### config.mk
export PLATFORM = sky130hd
export DESIGN_NAME = vcocd_top
export DESIGN_NICKNAME = d
export VERILOG_FILES = /design/src/design/vcocd_pkg.sv /design/src/design/vcocd_div_if.sv /design/src/design/vcocd_top.sv /design/src/design/vcocd_cal.sv /design/src/design/vcocd_chdiv.sv
export VERILOG_INCLUDE_DIRS = /design/src /design/src/design
export SDC_FILE = /design/constraint.sdc
export NUM_CORES = 1
export LEC_CHECK = 0
export BUFFER_PORTS_ARGS = -buffer_cell sky130_fd_sc_hd__buf_2
export CAP_MARGIN = 20
export CORE_MARGIN = 2
export CORE_UTILIZATION = 40
export CTS_CLUSTER_SIZE = 20
export DETAILED_ROUTE_END_ITERATION = 8
export PLACE_DENSITY = 0.64
export SETUP_SLACK_MARGIN = 0.2
export SLEW_MARGIN = 20
export SYNTH_ARGS = -nofsm -noshare
export SYNTH_HDL_FRONTEND = slang
export SYNTH_SLANG_ARGS = --single-unit
### constraint.sdc
create_clock -name clk_sys -period 22.5 [get_ports clk_sys]
set_input_delay 1.125 -clock clk_sys [delete_from_list [all_inputs] [get_ports clk_sys]]
set_output_delay 1.125 -clock clk_sys [all_outputs]
set_load 0.01 [all_outputs]
### src/design/vcocd_map.svh
// Register offsets, field positions, reset values and timing counts of the clock control block
`ifndef VCOCD_MAP_SVH
`define VCOCD_MAP_SVH

`define VCOCD_ADDR_RDIV_LO    10'h011
`define VCOCD_ADDR_RDIV_HI    10'h012
`define VCOCD_ADDR_PLL_CTL    10'h018
`define VCOCD_ADDR_STATUS     10'h01f
`define VCOCD_ADDR_DIV_BASE   10'h190
`define VCOCD_DIV_STRIDE      10'h006
`define VCOCD_ADDR_PREDIV     10'h1e0
`define VCOCD_ADDR_SRC_SEL    10'h1e1
`define VCOCD_ADDR_UPDATE     10'h232

`define VCOCD_CAL_START_BIT   0
`define VCOCD_CAL_DIV_LSB     1
`define VCOCD_STAT_BUSY_BIT   0
`define VCOCD_STAT_REF1_BIT   1
`define VCOCD_STAT_REF2_BIT   2
`define VCOCD_STAT_VCO_BIT    3
`define VCOCD_STAT_DONE_BIT   6
`define VCOCD_STAT_THR_BIT    7
`define VCOCD_UPDATE_BIT      0
`define VCOCD_DIV_BYPASS_BIT  7
`define VCOCD_DIV_DUTY_CORRECTION_DISABLE_BIT  0
`define VCOCD_DIV_STHIGH_BIT  2

`define VCOCD_RST_PLL_CTL     8'h00
`define VCOCD_RST_RDIV        14'h0001
`define VCOCD_RST_SRC         2'h0
`define VCOCD_RST_PREDIV      3'h0
`define VCOCD_RST_DIV_CYC     8'h00
`define VCOCD_RST_DIV_CTL     8'h00
`define VCOCD_RST_DIV_OPT     8'h00

`define VCOCD_CAL_CYCLES      4400
`define VCOCD_CLK_PERIOD_NS   10
`define VCOCD_MON_WINDOW_NS   1000
`define VCOCD_MON_WINDOW_CYC  (`VCOCD_MON_WINDOW_NS / `VCOCD_CLK_PERIOD_NS)
`define VCOCD_REF_THR_NORMAL  8'h08
`define VCOCD_REF_THR_EXT     8'h02
`define VCOCD_VCO_THR         8'h32

`endif

### src/design/vcocd_pkg.sv
// Types of the calibration and clock distribution block
package vcocd_pkg;

  typedef enum logic {CAL_IDLE, CAL_RUN} vcocd_cal_state_t;

  typedef struct packed {
    vcocd_cal_state_t state;
    logic [13:0]      r_cnt;
    logic [3:0]       c_cnt;
    logic [12:0]      n_cnt;
    logic             done;
  } vcocd_cal_st_t;

  typedef struct packed {
    logic [5:0] cnt;
    logic [5:0] dly;
    logic       lvl;
    logic       tick;
  } vcocd_div_st_t;

  typedef struct packed {
    logic [7:0]       pll_ctl_sh;
    logic [7:0]       pll_ctl_act;
    logic [13:0]      rdiv_sh;
    logic [13:0]      rdiv_act;
    logic             thr_ext;
    logic [1:0]       src_sh;
    logic [1:0]       src_act;
    logic [2:0]       pre_sh;
    logic [2:0]       pre_act;
    logic [5:0][7:0]  cyc_sh;
    logic [5:0][7:0]  cyc_act;
    logic [5:0][7:0]  ctl_sh;
    logic [5:0][7:0]  ctl_act;
    logic [5:0][7:0]  opt_sh;
    logic [5:0][7:0]  opt_act;
    logic             cal_start;
    logic [7:0]       rdata;
    logic [2:0]       pre_cnt;
    logic             dist_tick;
    logic [6:0]       win_cnt;
    logic [2:0][7:0]  mon_cnt;
    logic [2:0]       mon_low;
  } vcocd_top_st_t;

endpackage : vcocd_pkg

### src/design/vcocd_div_if.sv
// Settings and outputs of one channel divider
`timescale 1ns/10ps
interface vcocd_div_if;
  logic [3:0] high_cnt;
  logic [3:0] low_cnt;
  logic [4:0] phase;
  logic       bypass;
  logic       duty_correction_disable;
  logic       start_high;
  logic       hold;
  logic       in_tick;
  logic       out_level;
  logic       out_tick;

  modport ctl (output high_cnt, low_cnt, phase, bypass, duty_correction_disable, start_high, hold, in_tick,
               input out_level, out_tick);
  modport div (input high_cnt, low_cnt, phase, bypass, duty_correction_disable, start_high, hold, in_tick,
               output out_level, out_tick);
endinterface : vcocd_div_if

### src/design/vcocd_top.sv
// VCO calibration control, frequency monitors and clock distribution dividers
//
// Implementation choice: the address-and-strobe port.
`timescale 1ns/10ps
`include "vcocd_map.svh"
module vcocd_top
  import vcocd_pkg::*;
#(
  parameter int CAL_CYCLES = `VCOCD_CAL_CYCLES
) (
  input  wire logic       clk_sys,
  input  wire logic       reset,
  input  wire logic [9:0] reg_addr,
  input  wire logic [7:0] reg_wdata,
  input  wire logic       reg_wr,
  input  wire logic       reg_rd,
  output logic      [7:0] reg_rdata,
  input  wire logic       ref1_tick,
  input  wire logic       ref2_tick,
  input  wire logic       vco_edge,
  input  wire logic       ext_clk_edge,
  output logic      [3:0] ch_clk_out,
  output logic            sync_active
);
  localparam logic [6:0] WIN_LAST = 7'(`VCOCD_MON_WINDOW_CYC - 1);

  vcocd_top_st_t q_reg;
  vcocd_top_st_t q_next;
  logic          cal_busy;
  logic          cal_done;
  logic [2:0]    mon_tick;
  logic [7:0]    ref_thr;
  logic          pre_src;
  logic [2:0]    pre_last;
  logic [5:0]    div_level;
  logic [5:0]    div_tick;
  logic [5:0]    div_in;

  vcocd_div_if dif [6] ();

  vcocd_cal #(
    .CAL_CYCLES (CAL_CYCLES)
  ) u_cal (
    .clk_sys     (clk_sys),
    .reset       (reset),
    .start       (q_reg.cal_start),
    .ref_tick    (ref1_tick),
    .r_div       (q_reg.rdiv_act),
    .cal_div_sel (q_reg.pll_ctl_act[`VCOCD_CAL_DIV_LSB +: 2]),
    .busy        (cal_busy),
    .done        (cal_done)
  );

  assign mon_tick = {vco_edge, ref2_tick, ref1_tick};
  assign ref_thr  = q_reg.thr_ext ? `VCOCD_REF_THR_EXT : `VCOCD_REF_THR_NORMAL;
  // VCO is the pre-divider source only for code 10
  assign pre_src  = (q_reg.src_act == 2'b10) ? vco_edge : ext_clk_edge;
  // Codes above 4 clamp to ratio 6
  assign pre_last = (q_reg.pre_act > 3'h4) ? 3'h5 : q_reg.pre_act + 3'h1;

  always_comb begin
    q_next           = q_reg;
    q_next.cal_start = 1'b0;
    q_next.rdata     = '0;
    q_next.dist_tick = 1'b0;

    // Register writes land in the shadow set, except the status threshold bit, which takes effect at once
    if (reg_wr) begin
      unique case (reg_addr)
        `VCOCD_ADDR_PLL_CTL: q_next.pll_ctl_sh   = reg_wdata;
        `VCOCD_ADDR_RDIV_LO: q_next.rdiv_sh[7:0] = reg_wdata;
        `VCOCD_ADDR_RDIV_HI: q_next.rdiv_sh[13:8] = reg_wdata[5:0];
        `VCOCD_ADDR_STATUS:  q_next.thr_ext      = reg_wdata[`VCOCD_STAT_THR_BIT];
        `VCOCD_ADDR_PREDIV:  q_next.pre_sh       = reg_wdata[2:0];
        `VCOCD_ADDR_SRC_SEL: q_next.src_sh       = reg_wdata[1:0];
        `VCOCD_ADDR_UPDATE: begin
          if (reg_wdata[`VCOCD_UPDATE_BIT]) begin
            q_next.pll_ctl_act = q_reg.pll_ctl_sh;
            q_next.rdiv_act    = q_reg.rdiv_sh;
            q_next.src_act     = q_reg.src_sh;
            q_next.pre_act     = q_reg.pre_sh;
            q_next.cyc_act     = q_reg.cyc_sh;
            q_next.ctl_act     = q_reg.ctl_sh;
            q_next.opt_act     = q_reg.opt_sh;
            // Only the applied zero-to-one edge of the start bit launches a run
            q_next.cal_start   = q_reg.pll_ctl_sh[`VCOCD_CAL_START_BIT] &&
                                 !q_reg.pll_ctl_act[`VCOCD_CAL_START_BIT];
          end
        end
        default: begin
          for (int k = 0; k < 6; k++) begin
            if (reg_addr == `VCOCD_ADDR_DIV_BASE + 10'(k) * `VCOCD_DIV_STRIDE) begin
              q_next.cyc_sh[k] = reg_wdata;
            end
            if (reg_addr == `VCOCD_ADDR_DIV_BASE + 10'(k) * `VCOCD_DIV_STRIDE + 10'h001) begin
              q_next.ctl_sh[k] = reg_wdata;
            end
            if (reg_addr == `VCOCD_ADDR_DIV_BASE + 10'(k) * `VCOCD_DIV_STRIDE + 10'h002) begin
              q_next.opt_sh[k] = reg_wdata;
            end
          end
        end
      endcase
    end

    // Reads answer one cycle later; unmapped addresses read zero
    if (reg_rd) begin
      unique case (reg_addr)
        `VCOCD_ADDR_PLL_CTL: q_next.rdata = q_reg.pll_ctl_sh;
        `VCOCD_ADDR_RDIV_LO: q_next.rdata = q_reg.rdiv_sh[7:0];
        `VCOCD_ADDR_RDIV_HI: q_next.rdata = {2'b00, q_reg.rdiv_sh[13:8]};
        `VCOCD_ADDR_STATUS: begin
          q_next.rdata[`VCOCD_STAT_THR_BIT]  = q_reg.thr_ext;
          q_next.rdata[`VCOCD_STAT_DONE_BIT] = cal_done;
          q_next.rdata[`VCOCD_STAT_VCO_BIT]  = q_reg.mon_low[2];
          q_next.rdata[`VCOCD_STAT_REF2_BIT] = q_reg.mon_low[1];
          q_next.rdata[`VCOCD_STAT_REF1_BIT] = q_reg.mon_low[0];
          q_next.rdata[`VCOCD_STAT_BUSY_BIT] = cal_busy;
        end
        `VCOCD_ADDR_PREDIV:  q_next.rdata = {5'h00, q_reg.pre_sh};
        `VCOCD_ADDR_SRC_SEL: q_next.rdata = {6'h00, q_reg.src_sh};
        `VCOCD_ADDR_UPDATE:  q_next.rdata = 8'h00;
        default: begin
          for (int k = 0; k < 6; k++) begin
            if (reg_addr == `VCOCD_ADDR_DIV_BASE + 10'(k) * `VCOCD_DIV_STRIDE) begin
              q_next.rdata = q_reg.cyc_sh[k];
            end
            if (reg_addr == `VCOCD_ADDR_DIV_BASE + 10'(k) * `VCOCD_DIV_STRIDE + 10'h001) begin
              q_next.rdata = q_reg.ctl_sh[k];
            end
            if (reg_addr == `VCOCD_ADDR_DIV_BASE + 10'(k) * `VCOCD_DIV_STRIDE + 10'h002) begin
              q_next.rdata = q_reg.opt_sh[k];
            end
          end
        end
      endcase
    end

    // Frequency monitors count edges over a fixed window of system clocks
    for (int m = 0; m < 3; m++) begin
      if (mon_tick[m] && q_reg.mon_cnt[m] != 8'hff) begin
        q_next.mon_cnt[m] = q_reg.mon_cnt[m] + 8'h01;
      end
    end
    if (q_reg.win_cnt == WIN_LAST) begin
      q_next.win_cnt    = '0;
      q_next.mon_low[0] = q_reg.mon_cnt[0] < ref_thr;
      q_next.mon_low[1] = q_reg.mon_cnt[1] < ref_thr;
      q_next.mon_low[2] = q_reg.mon_cnt[2] < `VCOCD_VCO_THR;
      q_next.mon_cnt    = '0;
    end else begin
      q_next.win_cnt = q_reg.win_cnt + 7'h01;
    end

    // Source select and pre-divider; code 11 feeds nothing
    unique case (q_reg.src_act)
      2'b01: q_next.dist_tick = ext_clk_edge;
      2'b11: q_next.dist_tick = 1'b0;
      default: begin
        if (pre_src) begin
          if (q_reg.pre_cnt >= pre_last) begin
            q_next.pre_cnt   = '0;
            q_next.dist_tick = 1'b1;
          end else begin
            q_next.pre_cnt = q_reg.pre_cnt + 3'h1;
          end
        end
      end
    endcase
  end

  always_ff @(posedge clk_sys or posedge reset) begin
    if (reset) begin
      q_reg             <= '0;
      q_reg.pll_ctl_sh  <= `VCOCD_RST_PLL_CTL;
      q_reg.pll_ctl_act <= `VCOCD_RST_PLL_CTL;
      q_reg.rdiv_sh     <= `VCOCD_RST_RDIV;
      q_reg.rdiv_act    <= `VCOCD_RST_RDIV;
      q_reg.src_sh      <= `VCOCD_RST_SRC;
      q_reg.src_act     <= `VCOCD_RST_SRC;
      q_reg.pre_sh      <= `VCOCD_RST_PREDIV;
      q_reg.pre_act     <= `VCOCD_RST_PREDIV;
      q_reg.cyc_sh      <= {6{`VCOCD_RST_DIV_CYC}};
      q_reg.cyc_act     <= {6{`VCOCD_RST_DIV_CYC}};
      q_reg.ctl_sh      <= {6{`VCOCD_RST_DIV_CTL}};
      q_reg.ctl_act     <= {6{`VCOCD_RST_DIV_CTL}};
      q_reg.opt_sh      <= {6{`VCOCD_RST_DIV_OPT}};
      q_reg.opt_act     <= {6{`VCOCD_RST_DIV_OPT}};
    end else begin
      q_reg <= q_next;
    end
  end

  // Dividers 3 and 5 are the second stage of the cascaded channels
  assign div_in = {div_tick[4], q_reg.dist_tick, div_tick[2], {3{q_reg.dist_tick}}};

  for (genvar k = 0; k < 6; k++) begin : g_div
    assign dif[k].high_cnt                = q_reg.cyc_act[k][3:0];
    assign dif[k].low_cnt                 = q_reg.cyc_act[k][7:4];
    assign dif[k].phase                   = q_reg.ctl_act[k][4:0];
    assign dif[k].bypass                  = q_reg.ctl_act[k][`VCOCD_DIV_BYPASS_BIT];
    assign dif[k].duty_correction_disable = q_reg.opt_act[k][`VCOCD_DIV_DUTY_CORRECTION_DISABLE_BIT];
    assign dif[k].start_high              = q_reg.opt_act[k][`VCOCD_DIV_STHIGH_BIT];
    assign dif[k].hold                    = cal_busy;
    assign dif[k].in_tick                 = div_in[k];
    assign div_level[k]                   = dif[k].out_level;
    assign div_tick[k]                    = dif[k].out_tick;

    vcocd_chdiv u_div (
      .clk_sys (clk_sys),
      .reset   (reset),
      .dv      (dif[k])
    );
  end

  assign ch_clk_out  = {div_level[5], div_level[3], div_level[1], div_level[0]};
  assign sync_active = cal_busy;
  assign reg_rdata   = q_reg.rdata;
endmodule : vcocd_top

### src/design/vcocd_cal.sv
// VCO calibration sequencer running on divided reference edges
`timescale 1ns/10ps
`include "vcocd_map.svh"
module vcocd_cal
  import vcocd_pkg::*;
#(
  parameter int CAL_CYCLES = `VCOCD_CAL_CYCLES
) (
  input  wire logic        clk_sys,
  input  wire logic        reset,
  input  wire logic        start,
  input  wire logic        ref_tick,
  input  wire logic [13:0] r_div,
  input  wire logic [1:0]  cal_div_sel,
  output logic             busy,
  output logic             done
);
  localparam logic [12:0] CAL_LAST = 13'(CAL_CYCLES - 1);

  vcocd_cal_st_t q_reg;
  vcocd_cal_st_t q_next;
  logic [13:0]   r_last;
  logic [3:0]    c_last;

  // R of zero behaves as one
  assign r_last = (r_div == 14'h0000) ? 14'h0000 : r_div - 14'h0001;
  assign c_last = 4'((5'h02 << cal_div_sel) - 5'h01);

  always_comb begin
    q_next = q_reg;
    unique case (q_reg.state)
      CAL_IDLE: begin
        if (start) begin
          q_next.state = CAL_RUN;
          q_next.done  = 1'b0;
          q_next.r_cnt = '0;
          q_next.c_cnt = '0;
          q_next.n_cnt = '0;
        end
      end
      CAL_RUN: begin
        // No reference edges means no progress
        if (ref_tick) begin
          if (q_reg.r_cnt == r_last) begin
            q_next.r_cnt = '0;
            if (q_reg.c_cnt == c_last) begin
              q_next.c_cnt = '0;
              if (q_reg.n_cnt == CAL_LAST) begin
                q_next.state = CAL_IDLE;
                q_next.done  = 1'b1;
              end else begin
                q_next.n_cnt = q_reg.n_cnt + 13'h0001;
              end
            end else begin
              q_next.c_cnt = q_reg.c_cnt + 4'h1;
            end
          end else begin
            q_next.r_cnt = q_reg.r_cnt + 14'h0001;
          end
        end
      end
    endcase
  end

  always_ff @(posedge clk_sys or posedge reset) begin
    if (reset) begin
      q_reg <= '{state: CAL_IDLE, default: '0};
    end else begin
      q_reg <= q_next;
    end
  end

  assign busy = (q_reg.state == CAL_RUN);
  assign done = q_reg.done;
endmodule : vcocd_cal

### src/design/vcocd_chdiv.sv
// One channel divider counted in input half-cycles
`timescale 1ns/10ps
module vcocd_chdiv
  import vcocd_pkg::*;
(
  input  wire logic clk_sys,
  input  wire logic reset,
  vcocd_div_if.div  dv
);
  vcocd_div_st_t q_reg;
  vcocd_div_st_t q_next;
  logic [5:0]    div_d;
  logic          dcc_on;
  logic [5:0]    hi_len;
  logic [5:0]    lo_len;
  logic [5:0]    cur_len;

  // Each in_tick is one input clock edge, so half-cycles give exact 50 percent for odd D
  assign div_d   = 6'(dv.high_cnt) + 6'(dv.low_cnt) + 6'h02;
  assign dcc_on  = !dv.duty_correction_disable &&
                   ((dv.low_cnt == dv.high_cnt) || (5'(dv.low_cnt) == 5'(dv.high_cnt) + 5'h01));
  assign hi_len  = dcc_on ? div_d : {1'b0, dv.high_cnt, 1'b0} + 6'h02;
  assign lo_len  = dcc_on ? div_d : {1'b0, dv.low_cnt, 1'b0} + 6'h02;
  assign cur_len = q_reg.lvl ? hi_len : lo_len;

  always_comb begin
    q_next      = q_reg;
    q_next.tick = 1'b0;
    if (dv.hold) begin
      q_next.lvl = dv.start_high;
      q_next.cnt = '0;
      q_next.dly = {dv.phase, 1'b0};
    end else if (dv.in_tick) begin
      if (dv.bypass) begin
        q_next.lvl  = !q_reg.lvl;
        q_next.tick = 1'b1;
      end else if (q_reg.dly != 6'h00) begin
        q_next.dly = q_reg.dly - 6'h01;
      end else if (q_reg.cnt + 6'h01 == cur_len) begin
        q_next.cnt  = '0;
        q_next.lvl  = !q_reg.lvl;
        q_next.tick = 1'b1;
      end else begin
        q_next.cnt = q_reg.cnt + 6'h01;
      end
    end
  end

  always_ff @(posedge clk_sys or posedge reset) begin
    if (reset) begin
      q_reg <= '0;
    end else begin
      q_reg <= q_next;
    end
  end

  assign dv.out_level = q_reg.lvl;
  assign dv.out_tick  = q_reg.tick;
endmodule : vcocd_chdiv

### After elaboration in Yosys (flattened, before gate mapping)

Cells that the tools add are included.

| word-level totals | value |
|---|---|
| output and inout port bits | 13 |
| register bits after elaboration | 473 |
| word-level logic and storage cells | 449 |

| operators by class | value |
|---|---|
| shift operators | 1 |
| bitwise logic cells | 3 |
| multiplexer cells | 124 |
| equality and inequality tests | 77 |
| order comparisons | 5 |
| reductions and logical operators | 106 |
| add/subtract/negate cells | 53 |

Operators by type and width:

| operator | number |
|---|---|
| 6-bit two-way mux | 36 |
| 10-bit by 9-bit equality test with 1-bit output (second input constant) | 20 |
| 8-bit two-way mux | 22 |
| 14-bit two-way mux | 9 |
| 3-bit AND reduction | 38 |
| 13-bit two-way mux | 7 |
| 5-bit by 2-bit adder with 6-bit output (second input constant) | 12 |
| 12-bit two-way mux | 6 |
| 33-bit two-way mux | 2 |
| 33-bit one-hot mux with 2 select lines | 1 |
| 10-bit by 5-bit equality test with 1-bit output (second input constant) | 4 |
| 6-bit by 1-bit adder with 6-bit output (second input constant) | 6 |
| 6-bit by 2-bit adder with 6-bit output (second input constant) | 6 |
| 6-bit equality test | 6 |
| 2-bit two-way mux | 18 |
| 6-bit nonzero test | 6 |
| 6-bit by 1-bit subtractor with 6-bit output (second input constant) | 6 |
| 4-bit by 1-bit adder with 5-bit output (second input constant) | 6 |
| 4-bit by 4-bit adder with 5-bit output | 6 |
| 4-bit by 5-bit equality test with 1-bit output | 6 |
| 4-bit equality test | 7 |
| 4-bit one-hot mux with 7 select lines | 1 |
| 27-bit two-way mux | 1 |
| 8-bit by 1-bit adder with 8-bit output (second input constant) | 3 |
| other kinds (41) | 134 |

### Depth between registers and ports, before layout

| depth | value |
|---|---|
| depth after elaboration | 21 |
| depth in mapped cells | 14 |
| depth with buffers taken out | 12 |

### Hierarchy

A second synthesis with hierarchy kept.

| second synthesis, totals | value |
|---|---|
| cell total of the unflattened synthesis | 2431 |
| area total of the unflattened synthesis | 26347.8 um^2 |

By module, submodules not included:

| module | times used | area each (um^2) | cells each | seq. area each (um^2) |
|---|---|---|---|---|
| vcocd_top | 1 | 15576.2 | 1204 | 8435.6 |
| vcocd_chdiv (g_div[0].u_div ...) | 3 | 1350.0 | 154 | 350.3 |
| vcocd_chdiv (g_div[3].u_div ...) | 2 | 1405.1 | 155 | 350.3 |
| vcocd_cal | 1 | 2600.0 | 306 | 825.8 |
| vcocd_chdiv (g_div[4].u_div) | 1 | 1311.3 | 149 | 350.3 |

### Worst setup path after synthesis

Ideal clock, no wire load.

| timing | value |
|---|---|
| path kind | input port to flip-flop |
| start | input port reg_addr[8] |
| end | register q_reg[199] (netlist bit) |
| setup slack | 18471 ps |
| cell stages on the path | 11 |
| buffers on the path | 3 |
| arrival time | 3904 ps |
| path through | or4b_1 or3_1 clkbuf_1 nor3_1 or4_1 nor4_1 and2_1 buf_2 buf_4 nand2_2 mux2_2 |

| between the ends | value |
|---|---|
| cells in the longest elaborated chain, start to end | 4 |
| elaborated cells between the ends (all ways) | 11 |

RTL lines:

| what | line | RTL |
|---|---|---|
| start: declaration | vcocd_top.sv:13 | `input wire logic [9:0] reg_addr,` |
| 10-bit equality test (tied with other cells) | vcocd_top.sv:69 | `unique case (reg_addr)` |
| 7-bit OR reduction (no source line) | - |  |
| 1-bit NOT (no source line) | - |  |
| 3-bit AND reduction (no source line) * | - |  |
| end signal: assignment | vcocd_top.sv:190 | `q_reg <= q_next;` |
| end: declaration | vcocd_top.sv:27 | `vcocd_top_st_t q_reg;` |

Every way passes the cells marked *; elsewhere a longest branch is shown, timed or not.
A chain may end at the register's enable or synchronous reset.

### Worst setup path in the final report

| timing | value |
|---|---|
| start | input port reg_addr[4] |
| end | register q_reg[326] (netlist bit) |

The elaborated chain is that of the path after synthesis.

==> qor.txt <==
Finished Layout Cells - 3249
crit path buf inv count - 3
fraction of layout cells with a size suffix above 1 - 20.2%
Worst setup SP type - input pin
Initial Utilization - 40.5%
Die X - 254 um
global-route wire length before repair - 100000 um
part of the power in registers - 48.5%
FMAX - 0.239 GHz
HPWL after DPL - 44100 um
largest net degree at the start of global routing - 124
post-synthesis cell type count - 88
Pre-antenna DRT Iters - 6
Main synth FF type - dfrtp_1
WL/cell - 19.2 um
area leader, netlist - dfrtp_1
DRC violation total after the first TritonRoute iteration - 1410
register area share after synthesis - 45.0%
global-route usage over all layers - 19.4%
top post-synthesis cells by area - dfrtp_1 45%, mux2_2 13%, ha_1 3.8%, xnor2_1 3.2%, nand2_1 2.8%
worst-margin pin slew - 0.979 ns
PD cells - 65.3 mW/mm2
Crit Path Class - input pin to flip-flop
Async S/R FF share, synth - 100%
Critical Path RT - 22.96 ns
syn_area_per_cell - 10.6 um2
Sum Neg Setup Slack - 0 ns
CTS tree - yes
vias - 18400
I/O Pins - 39
Seq cells post-synth - 450
r2r setup slk - 18.53 ns
worst hold path class - flip-flop to flip-flop
Fin. Hold Viols - 0
Post-CTS Resized - 0
clk sinks - 450
static leakage - 0.0127 uW
# rows - 91
clk_skew - 0.0192 ns
hold buffer count at cts - 0
cell breakdown of the critical path - buf_2, or4b_1, or3_1, nor4_2, buf_4, or4_1, nor4_1, and2_1, buf_4, nand4_1, mux2_2
most frequent cells in the layout - 447 x dfrtp_1, 293 x mux2_2, 185 x nand2_1
CTS root buffer - clkbuf_16
Slowest-stage cell, CP - nor4_1
post-placement cell count - 3158
Worst path top cell family by delay - simple AND/OR/NAND/NOR gates
P_sw - 451 uW
# nets final - 2480
Pwr Total - 1810 uW
critical path endpoint category - flip-flop
core area - 0.0618 mm2
most common cell after layout, fill and taps aside - dfrtp_1
Final ANT Viol Nets - 0
setup violation total in the final timing report - 0
cell repeated most along the worst path - buf_4
Pins Over Slew Limit - 0
area grow syn2layout - 10.5%
CP arrival - 4.65 ns
Max FO, Critical Path - 18
RSZ-0062 raised after global routing - false
chip height - 254 um
routed wire length - 62500 um
grt ovf - 0
Max Cap Viol - 0
P_int - 1360 uW
Post-CTS Setup Inserts - 0
Post-Syn Area - 0.0251 mm2
Period Utilization, post-route - 18.6%
Post-Synthesis Cells - 2363
I/O Buffers - 38
max FFs per register - 232
Skew-Pair Late Insertion Delay - 0.59 ns
CTS H-tree depth - 2
Rel. slew slack - 34.7%
DRC viols - 0
Switching Fraction - 25.0%
Clock power frac - 44.1%
Logic pwr share - 7.4%
critical path's largest stage delay - 0.72 ns
maximum clock path buffer count - 3
Setup WS pre-CTS - 17.76 ns
initial antenna violation count - 6
Post-synth EDFFs - 0
maximum vdd drop - 64.5 uV
placer congestion estimate - 0.904
Final WS setup - 18.31 ns
Util after Layout - 44.8%
status - finished clean
die area - 0.0646 mm2
Synthesis Warnings - 0
Final min period - 4.19 ns
via/cell ratio - 5.66
Syn Nets - 2471
share of the synthesized area in the top cell type - 44.8%
clock slew at reported path FFs - 0.06 ns
vias in the first global route - 18300
TritonCTS Buffers - 48
Yosys cell counts (all sizes together), types with 25 or more instances:
| cell | number |
|---|---|
| nor2 | 133 |
| buf | 25 |
| mux2i | 38 |
| xnor2 | 92 |
| a22oi | 48 |
| nand2 | 195 |
| mux2 | 296 |
| xor2 | 69 |
| a31oi | 30 |
| dfrtp | 448 |
| clkbuf | 81 |
| nand3 | 90 |
| and3 | 32 |
| ha | 76 |
| inv | 62 |
| nand2b | 40 |
| o21ai | 116 |
| nor3 | 51 |
| a21oi | 84 |
power groups by stage:
stage                     Combinational, uW  Sequential [uW]  Clock (uW)
final                                   133              878         798
after global routing                    151              883         847
after CTS                               135              877         814
after detailed placement                134              892           0
after global placement                  127              889           0
after floorplan                         101              880           0
routing by layer:
layer	global-route usage, %	wire length [um]	up-vias
li1	-	-	8620
met3	3.80	3630	102
met2	31.2	29100	457
met1	26.8	28200	9197
met4	5.46	1400	8
met5	0	45	-
per-stage QoR:
| step | hold slack, ns | instance area [um2] |
|---|---|---|
| after global routing | 0.487 | 27700 |
| after floorplan | 0.405 | 25100 |
| after detailed placement | 0.446 | 26100 |
| after CTS | 0.454 | 27600 |
| final | 0.451 | 27700 |
| after global placement | 0.438 | 26100 |
path summary, 6_finish.rpt:
kind,start,end,cells past startpoint
setup reg to reg,dif[0].high_cnt[0],g_div[0].u_div.dv.out_level,11
min in group asynchronous,reset,g_div[0].u_div.q_reg[8],2
max in group asynchronous,reset,g_div[3].u_div.q_reg[8],3
hold reg to reg,q_reg[27],q_reg[27],1
hold / removal,q_reg[27],q_reg[27],1
setup / recovery,reg_addr[4],q_reg[326],11
layout make-up:
type | count | area [um2]
inverter | 62 | 240
fill | 5746 | 34100
tap | 837 | 1050
sequential | 450 | 11300
clock inverter | 19 | 166
timing repair buffer | 65 | 405
multi-input combinational | 1745 | 13100
clock buffer | 68 | 1430
antenna | 3 | 7.51
kinds of logic (layout without fill, tap and decap cells):
logic type / Yosys count / in the layout / synth area share [%]
buffers and inverters: 168 / 214 / 2.77
XOR/XNOR: 172 / 172 / 6.64
adder cells (fa/ha/maj): 82 / 82 / 4.28
multiplexers: 334 / 334 / 14.8
AND/OR/NAND/NOR: 732 / 732 / 15.4
flip-flops: 450 / 450 / 45.0
AO/OA/AOI/OAI: 425 / 425 / 11.1
other: 0 / 3 / 0
No activity file was read; power rests on OpenSTA's default activity.
